===== src/shared/ebt_pkg.sv =====
package ebt_pkg;
    // bus widths and block count
    localparam int ADDR_W = 24;
    localparam int DATA_W = 16;
    localparam int BLOCKS = 4;
    localparam int BLK_W = 2;
    // basic cycle length without waits, in system clocks
    localparam logic [3:0] BASE_CLOCKS = 4'h3;
    // most automatic waits per block
    localparam logic [2:0] MAX_AUTO_WAITS = 3'h7;
    // clocks added per external wait sample
    localparam logic [3:0] EXT_WAIT_STEP = 4'h2;
    // clocks from valid address to strobe, by strobe-delay select
    localparam logic [3:0] SETUP_LONG = 4'h2;
    localparam logic [3:0] SETUP_SHORT = 4'h1;
    // recovery lengths in system clocks
    localparam logic [3:0] RECOVER_ONE = 4'h1;
    localparam logic [3:0] RECOVER_TWO = 4'h2;
    // reset values of the loose control bits
    localparam logic STROBE_DELAY_RESET = 1'b1;
    localparam logic BUS_MODE_RESET = 1'b0;
    localparam logic [ADDR_W-1:0] ADDR_RESET = 24'h00_0000;
    localparam logic [DATA_W-1:0] DATA_RESET = 16'h0000;
    localparam logic [BLOCKS-1:0] CS_IDLE = 4'hf;

    // sequencer states
    typedef enum logic [1:0] {
        ST_IDLE,
        ST_SETUP,
        ST_STROBE,
        ST_RECOVER
    } ebt_state_type;

    // per-block wait count field: external wait enable and automatic waits
    typedef struct packed {
        logic ext_en;
        logic [2:0] auto_waits;
    } ebt_wait_type;

    // read or write recovery field: enable and length select (0: one, 1: two clocks)
    typedef struct packed {
        logic en;
        logic two;
    } ebt_recov_type;

    // one block's entry of the chip_select_wait_regs
    typedef struct packed {
        ebt_wait_type wait_count_field;
        ebt_recov_type read_recovery_field;
        ebt_recov_type write_recovery_field;
        logic cs_recovery_field;
    } ebt_block_cfg_type;

    // access request from the internal bus
    typedef struct packed {
        logic internal;
        logic write;
        logic [BLK_W-1:0] block;
        logic [ADDR_W-1:0] addr;
        logic [DATA_W-1:0] wdata;
    } ebt_req_type;
endpackage : ebt_pkg


===== src/logic/ebt_bus_timing.sv =====
`timescale 1ns/1ps
`default_nettype none

// Overview of operation
// - plain external cycle is three clocks
// - bus cycle runs on the system clock
// - internal access: hold address, float data, strobes off
// - multiplexed internal access: no latch pulse
// - zero to seven automatic waits per block
// - external wait adds clocks in pairs
// - wait field picks auto waits and external enable
// - port bit selects ready instead of wait
// - ready goes uninverted into wait logic
// - separate mode: no latch, delay still applies
// - delay select one: strobe two clocks later
// - delay select zero: strobe one clock later
// - strobe delay is global, not per block
// - latch width one or two clocks, two default
// - recovery after reads and writes, separately enabled
// - read and write recovery one or two clocks
// - chip-select recovery gives at least one dummy clock
module ebt_bus_timing (
    // clock and reset
    input wire logic clk_i,
    input wire logic rst_i,
    // strap and global control bits
    input wire logic bus_mode_pin_i,
    input wire logic strobe_delay_select_i,
    input wire logic ready_pin_select_i,
    input wire ebt_pkg::ebt_block_cfg_type [ebt_pkg::BLOCKS-1:0] chip_select_wait_regs_i,
    // request from the internal bus
    input wire logic req_valid_i,
    input wire ebt_pkg::ebt_req_type req_i,
    output logic req_ready_o,
    // completion
    output logic done_o,
    output logic [ebt_pkg::DATA_W-1:0] rdata_o,
    output logic mux_mode_o,
    // external pins
    input wire logic wait_pin_port_bit_i,
    output logic [ebt_pkg::ADDR_W-1:0] addr_o,
    input wire logic [ebt_pkg::DATA_W-1:0] data_i,
    output logic [ebt_pkg::DATA_W-1:0] data_o,
    output logic data_oe_o,
    output logic ale_o,
    output logic rd_n_o,
    output logic wr_n_o,
    output logic [ebt_pkg::BLOCKS-1:0] cs_n_o
);

    // one-hot active-low chip select for a block
    function automatic logic [ebt_pkg::BLOCKS-1:0] cs_decode(input logic [ebt_pkg::BLK_W-1:0] blk);
        logic [ebt_pkg::BLOCKS-1:0] v;
        v = ebt_pkg::CS_IDLE;
        v[blk] = 1'b0;
        return v;
    endfunction : cs_decode

    // dummy clocks after a cycle; chip-select recovery gives at least one
    function automatic logic [3:0] recovery_len(input ebt_pkg::ebt_block_cfg_type c,
                                                input logic wr);
        ebt_pkg::ebt_recov_type r;
        logic [3:0] n;
        r = wr ? c.write_recovery_field : c.read_recovery_field;
        n = 4'h0;
        if (r.en) begin
            n = r.two ? ebt_pkg::RECOVER_TWO : ebt_pkg::RECOVER_ONE;
        end
        if (c.cs_recovery_field && (n == 4'h0)) begin
            n = ebt_pkg::RECOVER_ONE;
        end
        return n;
    endfunction : recovery_len

    // state
    ebt_pkg::ebt_state_type state_reg, state_next;
    logic [3:0] cnt_reg, cnt_next;
    logic strap_done_reg, strap_done_next;
    logic mux_reg, mux_next;
    logic write_reg, write_next;
    logic [ebt_pkg::DATA_W-1:0] wdata_reg, wdata_next;
    ebt_pkg::ebt_block_cfg_type cfg_reg, cfg_next;
    logic [ebt_pkg::ADDR_W-1:0] addr_reg, addr_next;
    logic [ebt_pkg::DATA_W-1:0] dout_reg, dout_next;
    logic [ebt_pkg::DATA_W-1:0] rdata_reg, rdata_next;
    logic oe_reg, oe_next;
    logic ale_reg, ale_next;
    logic rd_n_reg, rd_n_next;
    logic wr_n_reg, wr_n_next;
    logic [ebt_pkg::BLOCKS-1:0] cs_n_reg, cs_n_next;
    logic done_reg, done_next;
    logic ext_done_reg, ext_done_next;
    logic [4:0] len_reg, len_next;
    logic wait_req;
    logic accept;

    // ready pin is the inverse of the wait pin; low wait pin requests a wait
    assign wait_req = ready_pin_select_i ? wait_pin_port_bit_i : ~wait_pin_port_bit_i;
    assign accept = req_valid_i && (state_reg == ebt_pkg::ST_IDLE);

    // handshake and pin outputs
    assign req_ready_o = (state_reg == ebt_pkg::ST_IDLE);
    assign done_o = done_reg;
    assign rdata_o = rdata_reg;
    assign mux_mode_o = mux_reg;
    assign addr_o = addr_reg;
    assign data_o = dout_reg;
    assign data_oe_o = oe_reg;
    assign ale_o = ale_reg;
    assign rd_n_o = rd_n_reg;
    assign wr_n_o = wr_n_reg;
    assign cs_n_o = cs_n_reg;

    // next-state logic of the bus-cycle sequencer, timed by the system clock
    always_comb begin
        state_next = state_reg;
        cnt_next = cnt_reg;
        strap_done_next = 1'b1;
        mux_next = mux_reg;
        write_next = write_reg;
        wdata_next = wdata_reg;
        cfg_next = cfg_reg;
        addr_next = addr_reg;
        dout_next = dout_reg;
        rdata_next = rdata_reg;
        oe_next = oe_reg;
        ale_next = 1'b0;
        rd_n_next = rd_n_reg;
        wr_n_next = wr_n_reg;
        cs_n_next = cs_n_reg;
        done_next = 1'b0;
        ext_done_next = 1'b0;
        len_next = len_reg;
        if (!strap_done_reg) begin
            mux_next = bus_mode_pin_i;
        end
        case (state_reg)
            ebt_pkg::ST_IDLE: begin
                if (accept && req_i.internal) begin
                    // address pins keep the last external address, data floats
                    oe_next = 1'b0;
                    done_next = 1'b1;
                    len_next = 5'h00;
                end else if (accept) begin
                    write_next = req_i.write;
                    wdata_next = req_i.wdata;
                    cfg_next = chip_select_wait_regs_i[req_i.block];
                    addr_next = req_i.addr;
                    cs_n_next = cs_decode(req_i.block);
                    len_next = 5'h01;
                    // one delay setting for every block
                    cnt_next = strobe_delay_select_i ? ebt_pkg::SETUP_LONG - 4'h1
                                                     : ebt_pkg::SETUP_SHORT - 4'h1;
                    // latch pulse only in multiplexed mode
                    ale_next = mux_reg;
                    dout_next = mux_reg ? req_i.addr[ebt_pkg::DATA_W-1:0] : req_i.wdata;
                    oe_next = mux_reg || req_i.write;
                    state_next = ebt_pkg::ST_SETUP;
                end
            end
            ebt_pkg::ST_SETUP: begin
                len_next = len_reg + 5'h01;
                if (cnt_reg != 4'h0) begin
                    cnt_next = cnt_reg - 4'h1;
                    ale_next = mux_reg;
                end else begin
                    // strobe length fills the three-clock cycle plus automatic waits
                    cnt_next = ebt_pkg::BASE_CLOCKS - 4'h1 - (strobe_delay_select_i ?
                               ebt_pkg::SETUP_LONG : ebt_pkg::SETUP_SHORT)
                               + {1'b0, cfg_reg.wait_count_field.auto_waits};
                    rd_n_next = write_reg;
                    wr_n_next = ~write_reg;
                    if (mux_reg) begin
                        dout_next = wdata_reg;
                        oe_next = write_reg;
                    end
                    state_next = ebt_pkg::ST_STROBE;
                end
            end
            ebt_pkg::ST_STROBE: begin
                if (cnt_reg != 4'h0) begin
                    cnt_next = cnt_reg - 4'h1;
                    len_next = len_reg + 5'h01;
                end else if (cfg_reg.wait_count_field.ext_en && wait_req) begin
                    // wait seen: two more clocks, then sample again
                    cnt_next = ebt_pkg::EXT_WAIT_STEP - 4'h1;
                    len_next = len_reg + 5'h01;
                end else begin
                    rd_n_next = 1'b1;
                    wr_n_next = 1'b1;
                    cs_n_next = ebt_pkg::CS_IDLE;
                    oe_next = 1'b0;
                    if (!write_reg) begin
                        rdata_next = data_i;
                    end
                    done_next = 1'b1;
                    ext_done_next = 1'b1;
                    // dummy clocks after read or write, per block
                    cnt_next = recovery_len(cfg_reg, write_reg) - 4'h1;
                    if (recovery_len(cfg_reg, write_reg) != 4'h0) begin
                        state_next = ebt_pkg::ST_RECOVER;
                    end else begin
                        state_next = ebt_pkg::ST_IDLE;
                    end
                end
            end
            ebt_pkg::ST_RECOVER: begin
                if (cnt_reg != 4'h0) begin
                    cnt_next = cnt_reg - 4'h1;
                end else begin
                    state_next = ebt_pkg::ST_IDLE;
                end
            end
            default: begin
                state_next = ebt_pkg::ST_IDLE;
            end
        endcase
    end

    // registers of the sequencer and pins
    always_ff @(posedge clk_i or posedge rst_i) begin
        if (rst_i) begin
            state_reg <= ebt_pkg::ST_IDLE;
            cnt_reg <= 4'h0;
            strap_done_reg <= 1'b0;
            mux_reg <= ebt_pkg::BUS_MODE_RESET;
            write_reg <= 1'b0;
            wdata_reg <= ebt_pkg::DATA_RESET;
            cfg_reg <= '0;
            addr_reg <= ebt_pkg::ADDR_RESET;
            dout_reg <= ebt_pkg::DATA_RESET;
            rdata_reg <= ebt_pkg::DATA_RESET;
            oe_reg <= 1'b0;
            ale_reg <= 1'b0;
            rd_n_reg <= 1'b1;
            wr_n_reg <= 1'b1;
            cs_n_reg <= ebt_pkg::CS_IDLE;
            done_reg <= 1'b0;
            ext_done_reg <= 1'b0;
            len_reg <= 5'h00;
        end else begin
            state_reg <= state_next;
            cnt_reg <= cnt_next;
            strap_done_reg <= strap_done_next;
            mux_reg <= mux_next;
            write_reg <= write_next;
            wdata_reg <= wdata_next;
            cfg_reg <= cfg_next;
            addr_reg <= addr_next;
            dout_reg <= dout_next;
            rdata_reg <= rdata_next;
            oe_reg <= oe_next;
            ale_reg <= ale_next;
            rd_n_reg <= rd_n_next;
            wr_n_reg <= wr_n_next;
            cs_n_reg <= cs_n_next;
            done_reg <= done_next;
            ext_done_reg <= ext_done_next;
            len_reg <= len_next;
        end
    end
endmodule : ebt_bus_timing

`default_nettype wire


===== config.mk =====
export PLATFORM = sky130hd
export DESIGN_NAME = ebt_bus_timing
export DESIGN_NICKNAME = d
export VERILOG_FILES = /design/src/shared/ebt_pkg.sv /design/src/logic/ebt_bus_timing.sv
export SDC_FILE = /design/constraint.sdc
export NUM_CORES = 1
export LEC_CHECK = 0
export ABC_AREA = 0
export BUFFER_PORTS_ARGS = -buffer_cell sky130_fd_sc_hd__buf_4
export CORE_ASPECT_RATIO = 0.8
export CORE_MARGIN = 10
export CORE_UTILIZATION = 52
export CTS_BUF_LIST = sky130_fd_sc_hd__clkbuf_8
export CTS_CLUSTER_DIAMETER = 200
export DETAILED_ROUTE_END_ITERATION = 6
export PLACE_DENSITY = 0.92
export SYNTH_ARGS = -nofsm -noshare
export SYNTH_HDL_FRONTEND = slang
export SYNTH_SLANG_ARGS = --single-unit

===== constraint.sdc =====
create_clock -name clk_i -period 4.7 [get_ports clk_i]
set_clock_uncertainty 0.1 [all_clocks]
set_input_delay 0.94 -clock clk_i [delete_from_list [all_inputs] [get_ports clk_i]]
set_output_delay 0.94 -clock clk_i [all_outputs]
set_load 0.02 [all_outputs]

==> results of run 1 <==
## synthesized netlist by cell type, drive strengths merged, types with 2 or more instances
cell    count
a21oi       9
nor3        4
xor2        3
buf         9
mux2i      17
mux2       84
inv        14
dfrtp      93
a32oi       2
ha         11
a21boi      3
nor2       13
mux4        9
o21ai      26
clkbuf     12
nand2      29
a31oi       2
or3b        2
a22o        2
o211ai      2
nand2b      2
a211oi      3
dfstp       6
nand3       4
## placed cells by master (no fill, tap or decap), types with 8 or more instances in the layout
cell type | netlist | routed
buf_4 | 0 | 172
dfrtp_1 | 93 | 93
mux2_2 | 64 | 64
nand2_1 | 28 | 28
o21ai_0 | 23 | 23
mux2_4 | 20 | 20
mux2i_1 | 17 | 17
inv_1 | 14 | 13
nor2_1 | 12 | 12
ha_1 | 11 | 11
clkbuf_8 | 0 | 11
mux4_2 | 9 | 9
a21oi_1 | 8 | 8
## through the flow
stage                     area (um^2)  total power [uW]  std cells  setup slack (ns)  utilization, %
final                            6470              4480        661              1.87            70.7
after global routing             6470              4770        661              1.77            70.7
after CTS                        6470              4520        661              1.85            70.7
after detailed placement         6260              3940        645              2.07            68.4
after global placement           6260              3810        645              2.11            68.4
after floorplan                  4940              3100        379              1.08               -
## per-layer routing
layer	up-vias	GRT usage (%)	routed length [um]
met5	-	0	0
li1	1686	-	-
met4	0	4.21	135
met3	12	9.06	1440
met1	1823	22.0	5140
met2	163	32.4	6480
## kinds of logic (layout without fill, tap and decap cells)
family                   Yosys count  after routing  synth area share (%)
buffers and inverters             35            202                  3.55
XOR/XNOR                           4              4                 0.710
AO/OA/AOI/OAI                     60             60                  8.18
other                              1              1                0.0759
flip-flops                        99             99                  50.3
multiplexers                     110            110                  28.2
adder cells (fa/ha/maj)           11             11                  2.79
AND/OR/NAND/NOR                   59             59                  6.16
## area by class of cell
cell class / instances / area, um^2 / share of cell area, %
inverters: 14 / 55.1 / 0.851
clock buffers: 11 / 151 / 2.34
well taps: 115 / 144 / 2.22
multi-input cells: 245 / 2280 / 35.3
clock inverters: 5 / 60.1 / 0.928
repair buffers: 172 / 1290 / 20.0
flip-flops and latches: 99 / 2480 / 38.4
## worst paths after layout
| path | slack, ns | end | cells past startpoint |
|---|---|---|---|
| max | 1.87 | mux_mode_o | 1 |
| min | 0.38 | rd_n_o | 2 |
| max reg2reg | 2.11 | data_o[13] | 6 |
| min reg2reg | 0.38 | rd_n_o | 2 |
| max in group asynchronous | 2.89 | cs_n_o[3] | 3 |
| min in group asynchronous | 0.64 | rdata_o[8] | 2 |
## report_power, final
group          internal (uW)  switching, uW
sequential              1290            277
clock                    277            297
combinational           1140           1190
total                   2710           1770
==> flow_summary.toml, run 1 <==
[setup_path]
worstPathRequired_ns = 3.66
arrival_ns = 1.79
reg2reg_from = "cnt_reg[0]"
crit_slowest_cell = "dfrtp_1"
crit_family = "flip-flops"
path_buf_inv = 1
startpoint = "mux_mode_o"
cp_max_fo = 22
critPathCaptureType = "output port"
startpoint_type = "register"
max_stage_delay_ns = 1.14
crit_chain = "buf_4"
critPathKind = "register to output port"

[timing]
fmax_mhz = 353
slew_violations = 0
timing.hold.ws_ns = 0.378
tns_ns = 0
fin_crit_sh_pct = 60.2
rsz0062_at_grt = "false"
finalHoldViolCount = 0
period_needed_ns = 2.83
slew_headroom_pct = 20.9
tightest_slew_ns = 1.19
finalSetupViolations = 0

[floorplan]
io_pins = 170
core-area_um2 = 9150
die_w_um = 129
die_area_um2 = 13800
rows = 31
die_y_um = 107
initial_core_util_pct = 54.0

[synth]
synth-edff-count = 0
ys_ff_latch = 99
synthFlopType = "dfrtp_1"
syn_area_um2 = 4940
synth_warnings = 0
syn_inst = 379
synth_area_per_cell_um2 = 13.0
synth.net_count = 493
yosysTopAreaCellShare_pct = 47.1
async_flop_share_pct = 100
ys_seq_area_share_pct = 50.3
yosys-top-cells-area = "dfrtp_1 (47%), mux2_2 (15%), mux2_4 (6.1%)"
ys_types = 54
synth_top_area_cell = "dfrtp_1"

[placed_design]
place_hpwl_mm = 10.2
gp_congestion = 0.922
portBuffers = 169

[grt]
grt_pass1_vias = 4066
antenna_found_initial = 0
grtUsageTotal_pct = 19.3
grt_max_degree = 69
grt_pass1_wl_mm = 21.1
overflow = 0

[hold_path]
min_from = "rd_n_o"
hp-class = "register to register"

[power_and_ir_drop]
power.density_nw_per_um2 = 693
ir_worst_vdd_v = 0.000391
p_leak_uw = 0.00309

[run_status]
status = "complete, no violations"

[drt]
drtAntennaViolNets = 0
totalWireLength_mm = 13.2
drc_errors = 0
initialDrtViolationCount = 257
wl_per_cell_um = 20.0
viasPerCell = 5.57
first_pass_iters = 4
vias = 3684

[clocking]
clock_latency_ns = 0.35
htreeDepth = 3
cts_buffer_depth = 2
clkTransAtPathRegs_ns = 0.09
postCtsResizedCells = 0
cts_root_buf = "clkbuf_8"
clock-sinks = 99
holdBufCountCts = 0
numCtsBuffers = 9
cts_tree = "yes"
post-cts-setup-buffer-count = 0

[finish]
drive_above_1_share_pct = 54.8
fillCellCount = 680
largest_register_ffs = 24
area_growth_pct = 31.0
nets = 655
num_antenna_cells = 0

[job]
cap_violations = 0
Note: power is estimated with default switching activity, not from simulation.
==> run 2, diff against run 1 <==
==> constraint.sdc (replaced) <==
create_clock -name clk_i -period 2.8 [get_ports clk_i]
set_clock_uncertainty 0.1 [all_clocks]
set_input_delay 0.56 -clock clk_i [delete_from_list [all_inputs] [get_ports clk_i]]
set_output_delay 0.56 -clock clk_i [all_outputs]
set_load 0.02 [all_outputs]
==> flow_summary.toml, run 2 (synthesized netlist as in run 1, its figures left out) <==
[grt]
grt_pass1_vias = 4042
grt_max_degree = 53
grtUsageTotal_pct = 18.7
overflow = 0
grt_pass1_wl_mm = 20.8
antenna_found_initial = 0

[clocking]
post-cts-setup-buffer-count = 0
cts_tree = "yes"
cts_root_buf = "clkbuf_8"
clock_latency_ns = 0.35
htreeDepth = 3
cts_buffer_depth = 2
postCtsResizedCells = 0
clock-sinks = 99
clkTransAtPathRegs_ns = 0.10
numCtsBuffers = 9

[timing]
slew_violations = 0
tightest_slew_ns = 0.546
setup_ws_ns = 0.321
fin_crit_sh_pct = 88.5
finalHoldViolCount = 0
rsz0062_at_grt = "false"
fmax_mhz = 403
finalSetupViolations = 0
period_needed_ns = 2.48
slew_headroom_pct = 63.6
tns_ns = 0

[setup_path]
critPathKind = "register to register"
arrival_ns = 2.62
max_stage_delay_ns = 0.47
crit_slowest_cell = "nor3b_4"
worstPathRequired_ns = 2.95
r2r_setup_slack_ns = 0.32
startpoint = "cnt_reg[0]"
startpoint_type = "register"
crit_chain = "inv_1 -> ha_1 -> nor3b_4 -> o21a_4 -> nand2_4 -> nor2_8 -> mux2_2"
r2r-end = "rdata_o[11]"
critPathCaptureType = "register"
cp_max_fo = 16
reg2reg_from = "cnt_reg[0]"
rr_worst_depth = 7

[drt]
first_pass_iters = 4
vias = 3678
initialDrtViolationCount = 207
wl_per_cell_um = 19.5
drc_errors = 0
viasPerCell = 5.51
totalWireLength_mm = 13.0
drtAntennaViolNets = 0

[power_and_ir_drop]
ir_worst_vdd_v = 0.000700
p_leak_uw = 0.00313
power.density_nw_per_um2 = 1150

[floorplan]
initial_core_util_pct = 54.0
rows = 31
die_y_um = 107
die_w_um = 129
core-area_um2 = 9150
die_area_um2 = 13800
io_pins = 170

[finish]
regArea_um2 = 2480
num_antenna_cells = 0
fillCellCount = 629
layout_commonest_cell = "buf_4"
multiInputGateArea_um2 = 2280
final_cell_mix = "buf_4 (175), dfrtp_1 (93), mux2_2 (64), nand2_1 (28), o21ai_0 (23)"
drive_above_1_share_pct = 55.2
nets = 662
instances_no_fill = 668
area_growth_pct = 32.7
final_cell_area_um2 = 6550
largest_register_ffs = 24

[hold_path]
hold_path_end = "addr_o[16]"
hp-class = "input pin to register"
min_from = "req_i[32]"
whs_path_depth = 2

[placed_design]
place_ws_ns = 0.356
post-place-cells = 651
gp_congestion = 0.941
placed_cell_area_um2 = 6340
place_hpwl_mm = 10.3
portBuffers = 169

[run_status]
status = "complete, no violations"

[job]
cap_violations = 0
run 2: changes by cell type in the layout (fill, tap and decap cells not counted), sizes merged:
cell and change:
inv -1, dlygate4sd3 +1, buf +6, clkinvlp +2, clkbuf -1
run 2: power by group:
group | switching, uW | internal, uW
sequential | 456 | 2170
clock | 492 | 438
combinational | 2020 | 1970
total | 2970 | 4580
run 2: layout make-up:
| class | count | share of cell area (%) |
|---|---|---|
| sequential | 99 | 37.9 |
| multi-input combinational | 245 | 34.8 |
| timing repair buffer | 179 | 21.1 |
| tap | 115 | 2.20 |
| clock buffer | 10 | 2.10 |
| clock inverter | 6 | 0.974 |
| inverter | 14 | 0.859 |
run 2: how the worst max path moves through the flow:
stage	endpoint	cells after the start
detailed placement	rdata_o[11]	7
global placement	rdata_o[15]	7
floorplan	rdata_o[0]	8
finish	rdata_o[11]	7
CTS	rdata_o[11]	7
global route	rdata_o[13]	7
run 2: through the flow:
stage	hold slack (ns)	util (%)	power (uW)
2_1_floorplan	0.371	-	5200
3_3_place_gp	0.355	69.3	6480
3_5_place_dp	0.360	69.3	6650
4_1_cts	0.00113	71.5	7590
5_1_grt	0.298	71.6	8000
6_report	0.328	71.6	7550
run 2: critical path: cells and delay by family (launching register included):
kind,cells,cell delay [ns]
AO/OA/AOI/OAI,1,0.23
adder cells (fa/ha/maj),1,0.21
buffers and inverters,1,0.15
flip-flops,1,0.41
multiplexers,1,0.39
AND/OR/NAND/NOR,3,0.87
run 2: timing repair:
action / in CTS / in global routing
hold buffers: 0 / 1
setup endpoints to repair: 0 / 0
hold endpoints to repair: 0 / 3
run 2: per-layer routing:
layer  share of wire [%]  up-vias  global-route usage [%]
met4                0.43        0                    3.73
met3                  11        4                    7.93
met2                  48      161                    30.6
met1                  41     1813                    22.8
met5                   0        -                       0
li1                    -     1700                       -
==> run 3, diff against run 2 <==
--- a/config.mk
+++ b/config.mk
@@ -5,7 +5,7 @@
 export SDC_FILE = /design/constraint.sdc
 export NUM_CORES = 1
 export LEC_CHECK = 0
-export ABC_AREA = 0
+export ABC_AREA = 1
 export BUFFER_PORTS_ARGS = -buffer_cell sky130_fd_sc_hd__buf_4
 export CORE_ASPECT_RATIO = 0.8
 export CORE_MARGIN = 10
==> flow_summary.toml, run 3 <==
[run_status]
status = "complete, no violations"

[setup_path]
startpoint_type = "register"
critPathKind = "register to register"
arrival_ns = 2.49
r2r-end = "wdata_reg[4]"
critPathCaptureType = "register"
reg2reg_from = "state_reg[1]"
worstPathRequired_ns = 2.98
cp_max_fo = 61
r2r_setup_slack_ns = 0.49
rr_worst_depth = 7

[timing]
period_needed_ns = 2.31
fin_crit_sh_pct = 82.5
finalSetupViolations = 0
tightest_slew_ns = 1.03
finalHoldViolCount = 0
slew_violations = 0
rsz0062_at_grt = "false"
fmax_mhz = 433
tns_ns = 0
slew_headroom_pct = 31.1

[synth]
syn_inst = 631
syn_area_um2 = 4940
ys_ff_latch = 99
synth_warnings = 0
async_flop_share_pct = 100
yosysMostFrequentCell = "nand2_1"
yosys-top-cells-area = "dfrtp_1 (47%), nand2_1 (21%), o21ai_1 (4.0%)"
synthFlopType = "dfrtp_1"
ys_seq_area_share_pct = 50.3
synth_area_per_cell_um2 = 7.83
synth_common_cells = "nand2_1 (280), dfrtp_1 (93), o21ai_1 (39)"
synth_top_area_cell = "dfrtp_1"
synth.net_count = 745
synth-edff-count = 0
ys_types = 32
yosysTopAreaCellShare_pct = 47.1

[clocking]
clock-sinks = 99
cts_tree = "yes"
postCtsResizedCells = 0
clkTransAtPathRegs_ns = 0.10
cts_buffer_depth = 2
holdBufCountCts = 0
clock_latency_ns = 0.36
htreeDepth = 3
post-cts-setup-buffer-count = 0
numCtsBuffers = 9
cts_root_buf = "clkbuf_8"

[grt]
grtUsageTotal_pct = 20.2
grt_pass1_vias = 4789
antenna_found_initial = 0
grt_pass1_wl_mm = 23.0
overflow = 0
grt_max_degree = 62

[floorplan]
die_y_um = 107
die_w_um = 129
io_pins = 170
initial_core_util_pct = 54.0
rows = 31
core-area_um2 = 9150
die_area_um2 = 13800

[hold_path]
hp-class = "input pin to asynchronous set/reset pin"

[power_and_ir_drop]
p_leak_uw = 0.00351
pwr-share-comb_pct = 51.5
swShare_pct = 44.6
pwr-share-clk_pct = 12.9
internal_power_uw = 3900
power.density_nw_per_um2 = 1090
ir_worst_vdd_v = 0.000612
p_sw_uw = 3140
pwr-share-seq_pct = 35.6

[drt]
first_pass_iters = 5
wl_met3_mm = 1.09
drtAntennaViolNets = 0
wl_per_cell_um = 15.6
wl_met2_mm = 7.04
top_layer_used = "met4"
vias = 4683
totalWireLength_mm = 14.2
initialDrtViolationCount = 327
wl_met1_mm = 5.82
drc_errors = 0
viasPerCell = 5.15

[job]
cap_violations = 0

[finish]
instances_no_fill = 909
drive_above_1_share_pct = 27.5
area_growth_pct = 30.9
nets = 903
layout_commonest_cell = "nand2_1"
final_cell_mix = "nand2_1 (280), buf_4 (173), dfrtp_1 (93), o21ai_1 (39)"
num_antenna_cells = 0
largest_register_ffs = 24

[placed_design]
gp_congestion = 0.831
post-place-cells = 893
portBuffers = 169
place_hpwl_mm = 10.8
-- run 3: through the flow --
| step | instance area, um^2 | power [uW] | setup slack (ns) | hold slack, ns | util, % |
|---|---|---|---|---|---|
| floorplan | 4940 | 4870 | 0.969 | 0.322 | - |
| global placement | 6270 | 6000 | 0.658 | 0.326 | 68.5 |
| detailed placement | 6270 | 6170 | 0.531 | 0.340 | 68.5 |
| CTS | 6460 | 7100 | 0.506 | 0.0279 | 70.6 |
| global route | 6460 | 7640 | 0.302 | 0.0308 | 70.6 |
| finish | 6460 | 7040 | 0.490 | 0.0385 | 70.6 |
-- run 3: power groups by stage --
| stage | Combinational (uW) | Sequential (uW) | Clock [uW] |
|---|---|---|---|
| 2_1_floorplan | 1890 | 2980 | 0 |
| 3_3_place_gp | 3520 | 2480 | 0 |
| 3_5_place_dp | 3640 | 2530 | 0 |
| 4_1_cts | 3660 | 2510 | 936 |
| 5_1_grt | 4060 | 2580 | 991 |
| 6_report | 3620 | 2510 | 909 |
-- run 3: how the worst max path moves through the flow --
| stage | startpoint | end | slack [ns] | depth (start not counted) |
|---|---|---|---|---|
| final | state_reg[1] | wdata_reg[4] | 0.49 | 7 |
| after global routing | state_reg[0] | rdata_o[6] | 0.30 | 7 |
| after CTS | state_reg[1] | wdata_reg[4] | 0.51 | 7 |
| after detailed placement | state_reg[1] | wdata_reg[0] | 0.53 | 7 |
| after global placement | state_reg[0] | rdata_o[10] | 0.66 | 7 |
| after floorplan | rst_i | addr_o[0] | 0.97 | 1 |
-- run 3: cells by family (layout without fill, tap and decap cells) --
logic type / after synthesis / after routing / share of synthesized area (%)
simple gates: 356 / 356 / 30.3
buf+inv: 73 / 236 / 6.64
other cells: 1 / 1 / 0.0759
compound gates: 91 / 91 / 9.86
flops: 99 / 99 / 50.3
fa+ha+maj: 11 / 11 / 2.79
-- run 3: final cells by class --
| cell class | count | area (um^2) |
|---|---|---|
| Inverter | 45 | 173 |
| Clock inverter | 7 | 70.1 |
| Clock buffer | 9 | 124 |
| Multi-Input combinational cell | 459 | 2130 |
| Tap cell | 115 | 144 |
| Fill cell | 733 | 2690 |
| Sequential cell | 99 | 2480 |
| Timing Repair Buffer | 175 | 1340 |
-- run 3: critical path: stages, from the launching register on --
cell     delay, ns
dfrtp_1       0.46
inv_1         0.12
ha_1          0.30
nand2_1       0.14
nor2_4        0.04
inv_2         0.72
nand2_1       0.17
o21ai_1       0.14
-- run 3: per-layer routing --
layer / vias up / global-route usage [%]
li1: 2324 / -
met1: 2181 / 23.8
met2: 156 / 35.4
met3: 22 / 5.76
met4: 0 / 5.51
met5: - / 0
